### src/design/ppm_pkg.sv
package ppm_pkg;

   // Master mode encodings of the two-bit mode field
   localparam logic [1:0] MODE_MASTER2 = 2'h2;
   localparam logic [1:0] MODE_MASTER1 = 2'h3;

   // Address multiplex field encodings
   localparam logic [1:0] MUX_DEMUX = 2'h0;
   localparam logic [1:0] MUX_PART = 2'h1;
   localparam logic [1:0] MUX_FULL = 2'h2;

   // Address pin positions with a second role
   localparam int PIN_LATCH_LO = 0;
   localparam int PIN_LATCH_HI = 1;
   localparam int PIN_CS1 = 14;
   localparam int PIN_CS2 = 15;
   localparam int HIGH_BYTE_POS = 8;

   // Clocks each data strobe stands; covers the two-flop input delay
   localparam logic [2:0] DATA_PHASE_CYCLES = 3'h4;
   localparam logic [2:0] DATA_PHASE_LAST = DATA_PHASE_CYCLES - 3'h1;

   typedef enum logic [2:0] {
      PH_IDLE,
      PH_ADDR_LO,
      PH_ADDR_HI,
      PH_DATA_LO,
      PH_DATA_HI
   } ppm_phase_e;

   // Software configuration, polarity bits are 1 for active high
   typedef struct packed {
      logic port_enable_bit;
      logic [1:0] master_mode;
      logic wide_data_select;
      logic [1:0] addr_mux_select;
      logic byte_enable_pin_en;
      logic write_strobe_pin_en;
      logic read_strobe_pin_en;
      logic [15:0] address_pin_enables;
      logic cs1_on_pin;
      logic cs2_on_pin;
      logic pol_read;
      logic pol_write;
      logic pol_byte_enable;
      logic pol_latch;
      logic pol_cs1;
      logic pol_cs2;
   } ppm_cfg_s;

   // Pin side of the port, enables of 1 give the pin to the port; data_oe_n is active low, 0 drives the data pins
   typedef struct packed {
      logic [7:0] data_out;
      logic data_oe_n;
      logic [15:0] addr_out;
      logic [15:0] addr_en;
      logic rd_line;
      logic rd_en;
      logic wr_line;
      logic wr_en;
      logic be_line;
      logic be_en;
   } ppm_pins_s;

   typedef struct packed {
      ppm_phase_e phase;
      logic [2:0] cnt;
      logic is_write;
      logic wide;
      logic cs1;
      logic cs2;
      logic [15:0] addr;
      logic [15:0] wdata;
      logic [15:0] rdata;
      logic busy;
      logic done;
      ppm_pins_s pins;
   } ppm_state_s;

   localparam ppm_pins_s PINS_RESET = '{
      data_out: 8'h00, data_oe_n: 1'b1, addr_out: 16'h0000,
      addr_en: 16'h0000, default: 1'b0};

   localparam ppm_state_s STATE_RESET = '{
      phase: PH_IDLE, cnt: 3'h0, addr: 16'h0000, wdata: 16'h0000,
      rdata: 16'h0000, pins: PINS_RESET, default: 1'b0};

endpackage : ppm_pkg

### src/design/ppm_sync.sv
`timescale 1ns/1ns
`default_nettype none

module ppm_sync
   import ppm_pkg::*;
#(
   parameter int WIDTH = 8
)
(
   input wire logic ref_clk_i,
   input wire logic rstn_i,
   input wire logic [WIDTH-1:0] async_i,
   output logic [WIDTH-1:0] sync_o
);

   logic [WIDTH-1:0] stage1;

   // Two flops; only the second one is read outside
   always_ff @(posedge ref_clk_i)
   begin
      if (!rstn_i)
      begin
         stage1 <= '0;
         sync_o <= '0;
      end
      else
      begin
         stage1 <= async_i;
         sync_o <= stage1;
      end
   end

endmodule : ppm_sync

`default_nettype wire

### src/design/ppm_master.sv
`timescale 1ns/1ns
`default_nettype none

module ppm_master
   import ppm_pkg::*;
(
   input wire logic ref_clk_i,
   input wire logic rstn_i,
   input wire ppm_cfg_s cfg_i,
   input wire logic start_i,
   input wire logic write_i,
   input wire logic [15:0] addr_i,
   input wire logic [15:0] wdata_i,
   input wire logic [7:0] data_pins_i,
   output logic [15:0] rdata_o,
   output logic busy_o,
   output logic done_o,
   output ppm_pins_s pins_o
);

   ////////////////////////////////////////////////////////////////////////
   // Helpers

   // Turn an active level into the pin level for its polarity bit
   function automatic logic apply_pol(input logic act, input logic pol);
      return pol ? act : !act;
   endfunction : apply_pol

   ////////////////////////////////////////////////////////////////////////
   // Declarations

   ppm_state_s st;
   ppm_state_s next_st;
   logic [7:0] data_sync;
   logic active;
   logic mode1;
   logic in_addr_lo;
   logic in_addr_hi;
   logic in_data;
   logic xfer;
   logic rd_act;
   logic wr_act;
   logic cs1_pin;
   logic cs2_pin;
   logic all_pin;
   logic alh_pin;
   logic [15:0] addr_masked;

   ////////////////////////////////////////////////////////////////////////
   // Input synchroniser for the data pins

   ppm_sync #(
      .WIDTH(8)
   ) u_data_sync (
      .ref_clk_i(ref_clk_i),
      .rstn_i(rstn_i),
      .async_i(data_pins_i),
      .sync_o(data_sync)
   );

   ////////////////////////////////////////////////////////////////////////
   // Mode decode

   // Port is master in either of the two master encodings while enabled
   assign active = cfg_i.port_enable_bit && cfg_i.master_mode[1];
   assign mode1 = (cfg_i.master_mode == MODE_MASTER1);

   // Address with select bits cleared where pins act as selects
   always_comb
   begin
      addr_masked = addr_i;
      if (cfg_i.cs1_on_pin)
      begin
         addr_masked[PIN_CS1] = 1'b0;
      end
      if (cfg_i.cs2_on_pin)
      begin
         addr_masked[PIN_CS2] = 1'b0;
      end
   end

   ////////////////////////////////////////////////////////////////////////
   // Sequencer and pin drive, all state in one struct

   always_comb
   begin
      next_st = st;
      next_st.done = 1'b0;
      unique case (st.phase)
         PH_IDLE:
         begin
            if (start_i && active)
            begin
               // Latch the transfer into the data/address pair
               next_st.addr = addr_masked;
               next_st.wdata = wdata_i;
               next_st.is_write = write_i;
               next_st.wide = cfg_i.wide_data_select;
               // Top address bits steer the two chip selects
               next_st.cs1 = addr_i[PIN_CS1] && cfg_i.cs1_on_pin;
               next_st.cs2 = addr_i[PIN_CS2] && cfg_i.cs2_on_pin;
               next_st.busy = 1'b1;
               next_st.cnt = 3'h0;
               if (cfg_i.addr_mux_select == MUX_DEMUX)
               begin
                  next_st.phase = PH_DATA_LO;
               end
               else
               begin
                  next_st.phase = PH_ADDR_LO;
               end
            end
         end
         PH_ADDR_LO:
         begin
            if (cfg_i.addr_mux_select == MUX_FULL)
            begin
               next_st.phase = PH_ADDR_HI;
            end
            else
            begin
               next_st.phase = PH_DATA_LO;
            end
         end
         PH_ADDR_HI:
         begin
            next_st.phase = PH_DATA_LO;
         end
         PH_DATA_LO:
         begin
            if (st.cnt == DATA_PHASE_LAST)
            begin
               // Low byte always goes first
               next_st.rdata[7:0] = data_sync;
               next_st.cnt = 3'h0;
               if (st.wide)
               begin
                  next_st.phase = PH_DATA_HI;
               end
               else
               begin
                  next_st.phase = PH_IDLE;
                  next_st.busy = 1'b0;
                  next_st.done = 1'b1;
               end
            end
            else
            begin
               next_st.cnt = st.cnt + 3'h1;
            end
         end
         PH_DATA_HI:
         begin
            if (st.cnt == DATA_PHASE_LAST)
            begin
               next_st.rdata[15:8] = data_sync;
               next_st.cnt = 3'h0;
               next_st.phase = PH_IDLE;
               next_st.busy = 1'b0;
               next_st.done = 1'b1;
            end
            else
            begin
               next_st.cnt = st.cnt + 3'h1;
            end
         end
      endcase
      // Leaving master operation drops any transfer at once
      if (!active)
      begin
         next_st.phase = PH_IDLE;
         next_st.busy = 1'b0;
         next_st.cnt = 3'h0;
      end

      // Phase flags from the coming phase so pins align with it
      in_addr_lo = (next_st.phase == PH_ADDR_LO);
      in_addr_hi = (next_st.phase == PH_ADDR_HI);
      in_data = (next_st.phase == PH_DATA_LO)
         || (next_st.phase == PH_DATA_HI);
      xfer = (next_st.phase != PH_IDLE);

      // Strobe levels for the two schemes on shared pins
      if (mode1)
      begin
         rd_act = xfer && !next_st.is_write;
         wr_act = in_data;
      end
      else
      begin
         rd_act = in_data && !next_st.is_write;
         wr_act = in_data && next_st.is_write;
      end
      next_st.pins.rd_line = apply_pol(rd_act, cfg_i.pol_read);
      next_st.pins.wr_line = apply_pol(wr_act, cfg_i.pol_write);
      next_st.pins.be_line = apply_pol(next_st.phase == PH_DATA_HI,
         cfg_i.pol_byte_enable);
      all_pin = apply_pol(in_addr_lo, cfg_i.pol_latch);
      alh_pin = apply_pol(in_addr_hi, cfg_i.pol_latch);
      cs1_pin = apply_pol(xfer && next_st.cs1, cfg_i.pol_cs1);
      cs2_pin = apply_pol(xfer && next_st.cs2, cfg_i.pol_cs2);

      // Data pins carry address bytes, then write data
      if (in_addr_lo)
      begin
         next_st.pins.data_out = next_st.addr[7:0];
      end
      else if (in_addr_hi)
      begin
         next_st.pins.data_out = next_st.addr[15:8];
      end
      else if (next_st.phase == PH_DATA_HI)
      begin
         next_st.pins.data_out = next_st.wdata[15:8];
      end
      else
      begin
         next_st.pins.data_out = next_st.wdata[7:0];
      end
      next_st.pins.data_oe_n = !(in_addr_lo || in_addr_hi
         || (in_data && next_st.is_write));

      // Address pins: address bits, latch strobes or chip selects
      for (int i = 0; i < 16; i++)
      begin
         unique case (cfg_i.addr_mux_select)
            MUX_DEMUX: next_st.pins.addr_out[i] = next_st.addr[i];
            MUX_PART: next_st.pins.addr_out[i] =
               (i >= HIGH_BYTE_POS) && next_st.addr[i];
            default: next_st.pins.addr_out[i] = 1'b0;
         endcase
      end
      if (cfg_i.addr_mux_select != MUX_DEMUX)
      begin
         next_st.pins.addr_out[PIN_LATCH_LO] = all_pin;
      end
      if (cfg_i.addr_mux_select == MUX_FULL)
      begin
         next_st.pins.addr_out[PIN_LATCH_HI] = alh_pin;
      end
      if (cfg_i.cs1_on_pin)
      begin
         next_st.pins.addr_out[PIN_CS1] = cs1_pin;
      end
      if (cfg_i.cs2_on_pin)
      begin
         next_st.pins.addr_out[PIN_CS2] = cs2_pin;
      end

      // Pin ownership: set bit gives pin to port, clear returns it
      next_st.pins.addr_en = cfg_i.address_pin_enables
         & {16{active}};
      next_st.pins.rd_en = cfg_i.read_strobe_pin_en && active;
      next_st.pins.wr_en = cfg_i.write_strobe_pin_en && active;
      next_st.pins.be_en = cfg_i.byte_enable_pin_en && active;
   end

   // State register with synchronous reset
   always_ff @(posedge ref_clk_i)
   begin
      if (!rstn_i)
      begin
         st <= STATE_RESET;
      end
      else
      begin
         st <= next_st;
      end
   end

   ////////////////////////////////////////////////////////////////////////
   // Outputs straight from the state register

   assign rdata_o = st.rdata;
   assign busy_o = st.busy;
   assign done_o = st.done;
   assign pins_o = st.pins;

endmodule : ppm_master

`default_nettype wire

### config.mk
export PLATFORM = sky130hd
export DESIGN_NAME = ppm_master
export DESIGN_NICKNAME = d
export VERILOG_FILES = /design/src/design/ppm_pkg.sv /design/src/design/ppm_sync.sv /design/src/design/ppm_master.sv
export SDC_FILE = /design/constraint.sdc
export NUM_CORES = 1
export LEC_CHECK = 0
export ABC_AREA = 1
export BUFFER_PORTS_ARGS = -buffer_cell sky130_fd_sc_hd__buf_4
export CAP_MARGIN = 20
export CORE_ASPECT_RATIO = 1.25
export CORE_MARGIN = 2
export CORE_UTILIZATION = 55
export DETAILED_ROUTE_END_ITERATION = 10
export GPL_TIMING_DRIVEN = 0
export PLACE_DENSITY = 0.83
export SKIP_CTS_REPAIR_TIMING = 1
export SLEW_MARGIN = 0
export SYNTH_ARGS = -nofsm -noshare
export SYNTH_HDL_FRONTEND = slang
export SYNTH_HIERARCHICAL = 1
export SYNTH_SLANG_ARGS = --single-unit
### constraint.sdc
create_clock -name ref_clk_i -period 3.3 [get_ports ref_clk_i]
set_input_delay 0.33 -clock ref_clk_i [delete_from_list [all_inputs] [get_ports ref_clk_i]]
set_output_delay 0.33 -clock ref_clk_i [all_outputs]
set_load 0.01 [all_outputs]
==> metrics.cfg, run 1 <==
[status]
status=complete, no violations

[synth]
ys_seq_elements=123
synth_top_area_share_pct=47.52
yosysTopAreaCell=dfxtp_1
synth-seq-area-share_pct=47.52
synth_ff_type=dfxtp_1
postSynth.asyncResetShare_pct=0
synth_common_cells=nor2_1, dfxtp_1, inv_1
synthCells=624
yosysMostFrequentCell=nor2_1
yosys_warnings=6
synth_fp_nets=702
yosysUniqueCellTypes=37
syn_avg_cell_area_um2=8.303
netlist_top_cells_area=dfxtp_1, nor2_1, buf_4
synth_edf_count=0
netlist_area_um2=5181

[finish]
final_layout_size_suffix_gt1_share_pct=36.01
final_net_count=862
fin_util_pct=77.41
n_antenna_cell=0
final_cell_area_um2=7102
syn_to_final_growth_pct=37.07

[route]
vias_per_cell=4.848
wl_per_cell_um=13.76
firstDrtPassIters=5
initialDrtViolationCount=169
drtAntennaViolNets=0
vias=4460
drc=0
finalWirelength_mm=12.66

[sta]
fin_tns_setup_ps=0
finalSetupViolations=0
fin_worst_skew_ps=6.246
period_share_pct=63.40
max_freq_mhz=478.0
worstMarginPinSlew_ps=633.1
report.final.slew_viol_count=0
slew_headroom_pct=57.79
finalCriticalPeriod_ps=2092
timing.final.hold_violations=0
rsz0062_at_grt=false

[worst_setup_path]
crit_type=reg -> reg
reg2reg_slack_ps=1210
worst_setup_path_end_kind=flop
cp-start-kind=flop
cp_max_fo=10
cp.arrival_ps=2390
required_ps=3600

[die]
core_area_um2=9174
die_w_um=90.81
start_util_pct=56.48
ios=142
die_h_um=112.5
die-area_um2=10220
rows=39

[clock_tree]
clk_pin_slew_ps=50
clk_latency_ps=410
cts_tree=done
cts_buffer_depth=2
cts.sinks=123
root_buffer=clkbuf_16
cts_buffers=17
h-tree-depth=4

[power_and_ir_drop]
leakage_nw=3.638
ir_drop_mv=0.4090
power-per-cell-area_nw_per_um2=579.5

[global_route]
grt_max_degree=17
overflow=0
grt_pass1_vias=4495
grt_pass1_wl_mm=20.29
grt_usage_pct=25.30
antenna_found_initial=0

[placement]
dp_hpwl_mm=8.757
gp_congestion=0.8388
io_buffers=141
placed_area_um2=6394

[worst_hold_path]
holdCritPathClass=in -> reg

[flow_run]
maxCapViolCount=0

[critical path: stages (launching register included)]
cell and delay (ps):
dfxtp_1 350, ha_1 180, inv_1 60, nor2_1 290, nand2_4 140, clkinv_4 110
nor2_2 50, nand2_4 120, inv_4 70, nand3_4 140, buf_6 170, nand3_1 130
nand3_1 110, o21ai_2 60
[state kept, by name, summed over array words and instances, names as in the netlist]
register,flops
pins_o,47
u_data_sync/sync_o,8
done_o,1
busy_o,1
st,42
u_data_sync/stage1,8
rdata_o,16
[layout make-up]
type	instances	area (um^2)
Multi-Input combinational cell	342	1800
Sequential cell	123	2462
Tap cell	123	153.9
Fill cell	630	2072
Buffer	79	610.6
Clock buffer	21	470.5
Clock inverter	11	237.7
Timing Repair Buffer	141	1059
Inverter	80	307.8
[stage by stage]
stage	worst slack, ps	instances	total power (W)	hold slack (ps)
finish	1208	920	0.004115	95.18
global placement	1318	888	0.001922	389.8
floorplan	1567	624	0.001780	386.4
global route	1049	920	0.004238	88.36
CTS	1215	920	0.004130	80.81
detailed placement	1260	888	0.001934	398.4
[worst paths after layout]
kind / start / to / depth (start not counted)
worst max-delay path: st[101]$_SDFFE_PN0P_ / pins_o[45]$_SDFF_PN0_ / 13
worst min-delay path: cfg_i[3] / pins_o[1]$_SDFF_PN0_ / 2
worst max register to register: st[101]$_SDFFE_PN0P_ / pins_o[45]$_SDFF_PN0_ / 13
worst min register to register: u_data_sync/stage1[6]$_SDFF_PN0_ / u_data_sync/sync_o[6]$_SDFF_PN0_ / 2
[report_power, final]
part	leakage, nW	switching [W]	internal, W
logic	2.30	0.000183	0.000178
registers	1.00	0.0000166	0.00153
clock network	0.336	0.000652	0.00155
total	3.64	0.000852	0.00326
[metal layers]
metal,vias up,share of wire [%],global-route usage (%)
met5,-,0,0
met4,0,2.4,10.91
met3,26,7.0,7.718
met2,200,52,46.37
met1,2045,38,26.71
li1,2189,-,-
[layout by cell type, fill, tap and decap left out, drive strengths merged]
| cell type | count |
|---|---|
| mux2i | 27 |
| bufinv | 7 |
| nand2 | 82 |
| a21oi | 18 |
| buf | 215 |
| a31oi | 1 |
| ha | 1 |
| or2 | 3 |
| o21bai | 1 |
| dfxtp | 123 |
| clkbuf | 26 |
| inv | 79 |
| o21ai | 33 |
| nor3 | 4 |
| nand3b | 2 |
| nand4 | 3 |
| clkinvlp | 3 |
| clkinv | 2 |
| nor2 | 138 |
| a31o | 2 |
| o21a | 1 |
| nand3 | 26 |
[cells by family after synthesis]
| kind of cell | Yosys count | synth area share, % |
|---|---|---|
| and+or+nand+nor | 258 | 22.97 |
| buffers and inverters | 159 | 17.73 |
| DFF | 123 | 47.52 |
| AOI/OAI and AO/OA | 56 | 6.327 |
| muxes | 27 | 5.216 |
| adders and majority gates | 1 | 0.2414 |
Power figures use the tool's default switching activity.
==> run 2, diff against run 1 <==
--- a/config.mk
+++ b/config.mk
@@ -5,15 +5,15 @@
 export SDC_FILE = /design/constraint.sdc
 export NUM_CORES = 1
 export LEC_CHECK = 0
-export ABC_AREA = 1
+export ABC_AREA = 0
 export BUFFER_PORTS_ARGS = -buffer_cell sky130_fd_sc_hd__buf_4
 export CAP_MARGIN = 20
 export CORE_ASPECT_RATIO = 1.25
 export CORE_MARGIN = 2
-export CORE_UTILIZATION = 55
+export CORE_UTILIZATION = 52
 export DETAILED_ROUTE_END_ITERATION = 10
 export GPL_TIMING_DRIVEN = 0
-export PLACE_DENSITY = 0.83
+export PLACE_DENSITY = 0.79
 export SKIP_CTS_REPAIR_TIMING = 1
 export SLEW_MARGIN = 0
 export SYNTH_ARGS = -nofsm -noshare
==> constraint.sdc (replaced) <==
create_clock -name ref_clk_i -period 2 [get_ports ref_clk_i]
set_input_delay 0.2 -clock ref_clk_i [delete_from_list [all_inputs] [get_ports ref_clk_i]]
set_output_delay 0.2 -clock ref_clk_i [all_outputs]
set_load 0.01 [all_outputs]
==> metrics.cfg, run 2 <==
[global_route]
grt_pass1_wl_mm=18.59  ; was 20.29 mm
grt_pass1_vias=3966  ; was 4495
antenna_found_initial=0  ; unchanged
overflow=0  ; unchanged
grt_max_degree=17  ; unchanged
grt_usage_pct=22.00  ; was 25.30%

[sta]
finalSetupViolations=11  ; was 0
max_freq_mhz=485.7  ; was 478.0 MHz
fin_worst_skew_ps=9.396  ; was 6.246 ps
report.final.slew_viol_count=0  ; unchanged
timing.final.hold_violations=4  ; was 0
period_share_pct=102.9  ; was 63.40%
rsz0062_at_grt=true  ; was false
slew_headroom_pct=61.73  ; was 57.79%
worstMarginPinSlew_ps=572.4  ; was 633.1 ps
fin_ws_ps=-58.78  ; was 1208 ps
finalCriticalPeriod_ps=2059  ; was 2092 ps
holdWs_ps=-8.118  ; was 95.18 ps

[synth]
yosysMostFrequentCell=dfxtp_1  ; was nor2_1
synth_top_area_share_pct=46.85  ; was 47.52%
postSynth.asyncResetShare_pct=0  ; unchanged
netlist_area_um2=5256  ; was 5181 um^2
ys_seq_elements=123  ; unchanged
synth_common_cells=dfxtp_1, buf_4, nor2b_1  ; was nor2_1, dfxtp_1, inv_1
syn_avg_cell_area_um2=9.807  ; was 8.303 um^2
yosys_warnings=6  ; unchanged
synth_ff_type=dfxtp_1  ; unchanged
synth_fp_nets=614  ; was 702
yosysTopAreaCell=dfxtp_1  ; unchanged
synth-seq-area-share_pct=46.85  ; was 47.52%
synth_edf_count=0  ; unchanged
synthCells=536  ; was 624
yosysUniqueCellTypes=53  ; was 37
netlist_top_cells_area=dfxtp_1, buf_4, mux2i_1  ; was dfxtp_1, nor2_1, buf_4

[placement]
dp.cells=806  ; was 888
io_buffers=141  ; unchanged
gp_congestion=0.9164  ; was 0.8388
dp_hpwl_mm=8.879  ; was 8.757 mm
placed_area_um2=6494  ; was 6394 um^2

[flow_run]
maxCapViolCount=0  ; unchanged

[route]
finalWirelength_mm=12.97  ; was 12.66 mm
vias=4258  ; was 4460
firstDrtPassIters=6  ; was 5
drtAntennaViolNets=0  ; unchanged
wl_per_cell_um=15.18  ; was 13.76 um
initialDrtViolationCount=344  ; was 169
drc=0  ; unchanged
vias_per_cell=4.986  ; was 4.848

[die]
die_w_um=93.93  ; was 90.81 um
die_h_um=116.4  ; was 112.5 um
core_area_um2=9952  ; was 9174 um^2
rows=41  ; was 39
die-area_um2=10930  ; was 10220 um^2
start_util_pct=52.82  ; was 56.48%
ios=142  ; unchanged

[finish]
final_layout_size_suffix_gt1_share_pct=45.38  ; was 36.01%
final_cells=854  ; was 920
final_cell_mix=buf_4, dfxtp_1, nor2b_1  ; was buf_4, nor2_1, dfxtp_1
final_cell_area_um2=7601  ; was 7102 um^2
syn_to_final_growth_pct=44.61  ; was 37.07%
n_antenna_cell=0  ; unchanged
final_net_count=790  ; was 862
largest_reg_flops=47  ; unchanged
layout_commonest_cell=buf_4  ; unchanged

[power_and_ir_drop]
power-per-cell-area_nw_per_um2=821.5  ; was 579.5 nW/um^2
ir_drop_mv=0.6781  ; was 0.4090 mV
power_w=0.006244  ; was 0.004115 W
leakage_nw=3.496  ; was 3.638 nW

[clock_tree]
h-tree-depth=4  ; unchanged
cts_buffers=17  ; unchanged
cts_tree=done  ; unchanged
clk_latency_ps=410  ; about the same
cts_buffer_depth=2  ; unchanged
clk_pin_slew_ps=50  ; about the same
cts.sinks=123  ; unchanged
root_buffer=clkbuf_16  ; unchanged

[worst_setup_path]
cp.arrival_ps=2350  ; was 2390 ps
cp-start-kind=flop  ; unchanged
required_ps=2290  ; was 3600 ps
critPathBufInv=3  ; was 4
cp_slowest_cell=dfxtp_1  ; unchanged
worst_setup_path_end_kind=flop  ; unchanged
cp_max_fo=9  ; was 10
crit_family=compound AO/OA/AOI/OAI gates  ; was simple AND/OR/NAND/NOR gates
path_cells=buf_2, nand2_1, a21oi_1, o2111a_1, buf_4, nand3_4, buf_8, o21ai_0, a21oi_2  ; was ha_1, inv_1, nor2_1, nand2_4, clkinv_4, nor2_2, nand2_4, inv_4, nand3_4, buf_6, nand3_1, nand3_1, o21ai_2
crit_type=reg -> reg  ; unchanged
cpPeakStageDelay_ps=320  ; was 350 ps

[status]
status=finished, violations left  ; was complete, no violations
violations=negative hold slack, negative setup slack

[worst_hold_path]
holdCritPathClass=in -> reg  ; unchanged

[run 2: cell types whose count changed in the layout (fill, tap and decap cells not counted), sizes merged, moves of 9 or more]
cell / before / now
buf: 215 / 227
nand2: 82 / 29
o21ai: 33 / 22
clkbuf: 26 / 36
nand3: 26 / 12
nor2: 138 / 31
mux2i: 27 / 44
nor2b: 0 / 47
dlygate4sd3: 0 / 9
and2: 0 / 45
inv: 79 / 10
[run 2: layer usage]
layer	routed length, um	GRT usage, %
met1	5159	25.57
met2	6562	38.10
met3	985	6.323
met4	259	8.986
met5	0	0
[run 2: worst paths after layout]
check	startpoint	end	slack (ps)	cells after the start
worst max register to register	st[105]$_SDFF_PN0_	pins_o[43]$_SDFF_PN0_	-60	9
worst min register to register	u_data_sync/stage1[1]$_SDFF_PN0_	u_data_sync/sync_o[1]$_SDFF_PN0_	430	1
worst min-delay path	cfg_i[20]	pins_o[18]$_SDFF_PN0_	-8	2
worst max-delay path	st[105]$_SDFF_PN0_	pins_o[43]$_SDFF_PN0_	-60	9
[run 2: final cells by class]
cell class / count / area (um^2)
Buffer: 88 / 671.9
Clock buffer: 25 / 485.5
Clock inverter: 7 / 112.6
Fill cell: 669 / 2351
Inverter: 10 / 37.54
Multi-Input combinational cell: 313 / 2406
Sequential cell: 123 / 2467
Tap cell: 129 / 161.4
Timing Repair Buffer: 159 / 1259
[run 2: cells by family (layout without fill, tap and decap cells)]
kind of cell             Yosys count  in the layout  synth area share, %
AND/OR/NAND/NOR                  194            194                21.30
flip-flops                       123            123                46.85
buffers and inverters            100            289                12.69
AO/OA/AOI/OAI                     64             64                8.546
multiplexers                      51             51                9.879
XOR/XNOR                           3              3               0.5000
adder cells (fa/ha/maj)            1              1               0.2380
[run 2: power by group]
part / internal, W / switching, W
logic: 0.000352 / 0.000269
registers: 0.00253 / 0.0000264
clock network: 0.00205 / 0.00102
total: 0.00493 / 0.00132
[run 2: worst reg2reg max path: stages (launching register included)]
cell      delay [ps]
dfxtp_1          320
buf_2            250
nand2_1          110
a21oi_1          260
o2111a_1         220
buf_4            200
nand3_4          130
buf_8            150
o21ai_0          240
a21oi_2           60
[run 2: stage by stage]
step	hold WS, ps	setup slack [ps]	utilization, %	setup TNS [ps]
2_1_floorplan	276.8	34.86	-	0
3_3_place_gp	401.0	-318.5	65.25	-3106
3_5_place_dp	405.0	-366.7	65.25	-3668
4_1_cts	-19.81	-376.9	71.26	-4037
5_1_grt	-0.6969	-124.8	76.38	-972.9
6_report	-8.118	-58.78	76.38	-312.7
==> run 3, diff against run 2 <==
--- a/config.mk
+++ b/config.mk
@@ -18,5 +18,4 @@
 export SLEW_MARGIN = 0
 export SYNTH_ARGS = -nofsm -noshare
 export SYNTH_HDL_FRONTEND = slang
-export SYNTH_HIERARCHICAL = 1
 export SYNTH_SLANG_ARGS = --single-unit
==> metrics.cfg, run 3 <==
[worst_setup_path]
cp_max_fo=6  ; was 9
path_cells=buf_8, nor4b_4, a2111oi_4, or4_4, buf_6, or3_4, a22oi_2, mux2i_1  ; was buf_2, nand2_1, a21oi_1, o2111a_1, buf_4, nand3_4, buf_8, o21ai_0, a21oi_2
cp-start-kind=flop  ; unchanged
cpPeakStageDelay_ps=530  ; was 320 ps
critPathBufInv=2  ; was 3
worst_setup_path_end_kind=flop  ; unchanged
cp_slowest_cell=or4_4  ; was dfxtp_1
crit_family=simple AND/OR/NAND/NOR gates  ; was compound AO/OA/AOI/OAI gates
required_ps=2340  ; was 2290 ps
crit_type=reg -> reg  ; unchanged
cp.arrival_ps=2650  ; was 2350 ps

[global_route]
grt_usage_pct=25.03  ; was 22.00%
antenna_found_initial=0  ; unchanged
grt_pass1_wl_mm=20.90  ; was 18.59 mm
overflow=0  ; unchanged
grt_max_degree=17  ; unchanged
grt_pass1_vias=4338  ; was 3966

[placement]
io_buffers=141  ; unchanged
place_ws_ps=-428.5  ; was -366.7 ps
dp.cells=811  ; was 806
dp_hpwl_mm=9.211  ; was 8.879 mm
gp_congestion=0.8544  ; was 0.9164

[power_and_ir_drop]
ir_drop_mv=0.7297  ; was 0.6781 mV
power_w=0.006225  ; was 0.006244 W
leakage_nw=3.616  ; was 3.496 nW
power-per-cell-area_nw_per_um2=782.3  ; was 821.5 nW/um^2

[die]
die_w_um=93.33  ; was 93.93 um
die-area_um2=10790  ; was 10930 um^2
start_util_pct=53.69  ; was 52.82%
die_h_um=115.7  ; was 116.4 um
core_area_um2=9659  ; was 9952 um^2
rows=40  ; was 41
ios=142  ; unchanged

[sta]
holdWs_ps=-12.59  ; was -8.118 ps
fin_tns_setup_ps=-4067  ; was -312.7 ps
max_freq_mhz=434.0  ; was 485.7 MHz
slew_headroom_pct=53.38  ; was 61.73%
period_share_pct=115.2  ; was 102.9%
worstMarginPinSlew_ps=699.4  ; was 572.4 ps
report.final.slew_viol_count=0  ; unchanged
finalSetupViolations=26  ; was 11
finalCriticalPeriod_ps=2304  ; was 2059 ps
fin_ws_ps=-304.1  ; was -58.78 ps
rsz0062_at_grt=true  ; unchanged
fin_worst_skew_ps=7.913  ; was 9.396 ps
timing.final.hold_violations=5  ; was 4

[clock_tree]
clk_pin_slew_ps=60  ; was 50 ps
root_buffer=clkbuf_16  ; unchanged
cts_buffer_depth=2  ; unchanged
cts_buffers=17  ; unchanged
h-tree-depth=4  ; unchanged
cts_tree=done  ; unchanged
clk_latency_ps=420  ; was 410 ps
cts.sinks=123  ; unchanged

[synth]
ys_seq_elements=123  ; unchanged
synthCells=544  ; was 536
yosysTopAreaCell=dfxtp_1  ; unchanged
yosys_warnings=0  ; was 6
synth_top_area_share_pct=47.48  ; was 46.85%
yosysMostFrequentCell=dfxtp_1  ; unchanged
postSynth.asyncResetShare_pct=0  ; unchanged
synth_common_cells=dfxtp_1, nor2_1, buf_4  ; was dfxtp_1, buf_4, nor2b_1
synth_fp_nets=622  ; was 614
synth_ff_type=dfxtp_1  ; unchanged
netlist_top_cells_area=dfxtp_1, mux2i_1, buf_4  ; was dfxtp_1, buf_4, mux2i_1
syn_avg_cell_area_um2=9.534  ; was 9.807 um^2
netlist_area_um2=5186  ; was 5256 um^2
synth_edf_count=0  ; unchanged
yosysUniqueCellTypes=51  ; was 53
synth-seq-area-share_pct=47.48  ; was 46.85%

[finish]
largest_reg_flops=47  ; unchanged
final_layout_size_suffix_gt1_share_pct=46.16  ; was 45.38%
syn_to_final_growth_pct=53.44  ; was 44.61%
n_antenna_cell=0  ; unchanged
fin_util_pct=82.38  ; was 76.38%
layout_commonest_cell=buf_4  ; unchanged
final_cells=882  ; was 854
final_net_count=821  ; was 790
final_cell_mix=buf_4, dfxtp_1, nor2_1  ; was buf_4, dfxtp_1, nor2b_1

[route]
drtAntennaViolNets=0  ; unchanged
finalWirelength_mm=15.78  ; was 12.97 mm
vias=4754  ; was 4258
initialDrtViolationCount=410  ; was 344
wl_per_cell_um=17.89  ; was 15.18 um
drc=0  ; unchanged
vias_per_cell=5.390  ; was 4.986
firstDrtPassIters=5  ; was 6

[flow_run]
maxCapViolCount=0  ; unchanged

[worst_hold_path]
holdCritPathClass=in -> reg  ; unchanged

[status]
status=finished, violations left  ; unchanged
violations=negative hold slack, negative setup slack  ; unchanged

## run 3: per-layer routing
layer	track usage, %	routed length, um
met4	9.314	469
met3	7.802	1257
met2	42.49	8029
met1	29.79	6024
met5	0	0
## run 3: report_power, final
part	switching, W	total (W)	internal (W)
logic	0.000319	0.000698	0.000379
clock network	0.00109	0.00298	0.00188
registers	0.0000279	0.00255	0.00252
total	0.00144	0.00622	0.00479
## run 3: stage by stage
stage	hold slack (ps)	instance area, um^2
after CTS	-21.14	7017
final	-12.59	7958
after floorplan	321.7	5221
after global placement	402.9	6437
after global routing	2.472	7958
after detailed placement	406.1	6437
## run 3: path summary, 6_finish.rpt
check,to,cells after the start,slack (ps),startpoint
worst min-delay path,pins_o[18]$_SDFF_PN0_,2,-10,cfg_i[20]
worst max-delay path,pins_o[3]$_SDFF_PN0_,8,-300,st[106]$_SDFF_PN0_
worst max register to register,pins_o[3]$_SDFF_PN0_,8,-300,st[106]$_SDFF_PN0_
worst min register to register,u_data_sync.sync_o[7]$_SDFF_PN0_,1,430,u_data_sync.stage1[7]$_SDFF_PN0_
## run 3: cells by family (layout without fill, tap and decap cells)
family	count (synthesis)	in the layout	synth area share, %
adders and majority gates	2	2	0.4342
buffers and inverters	97	309	12.04
and+or+nand+nor	200	200	19.66
muxes	60	60	11.77
xor gates and xnor gates	3	3	0.5067
DFF	123	123	47.48
AOI/OAI and AO/OA	59	59	8.106
## run 3: layout make-up
type                    count  area, um^2
clock inverters            12       122.6
repair buffers            180        1430
multi-input cells         324        2551
clock buffers              20       456.7
flip-flops and latches    123        2470
plain buffers              95       758.2
fillers                   538        1702
well taps                 126       157.7
inverters                   2       11.26
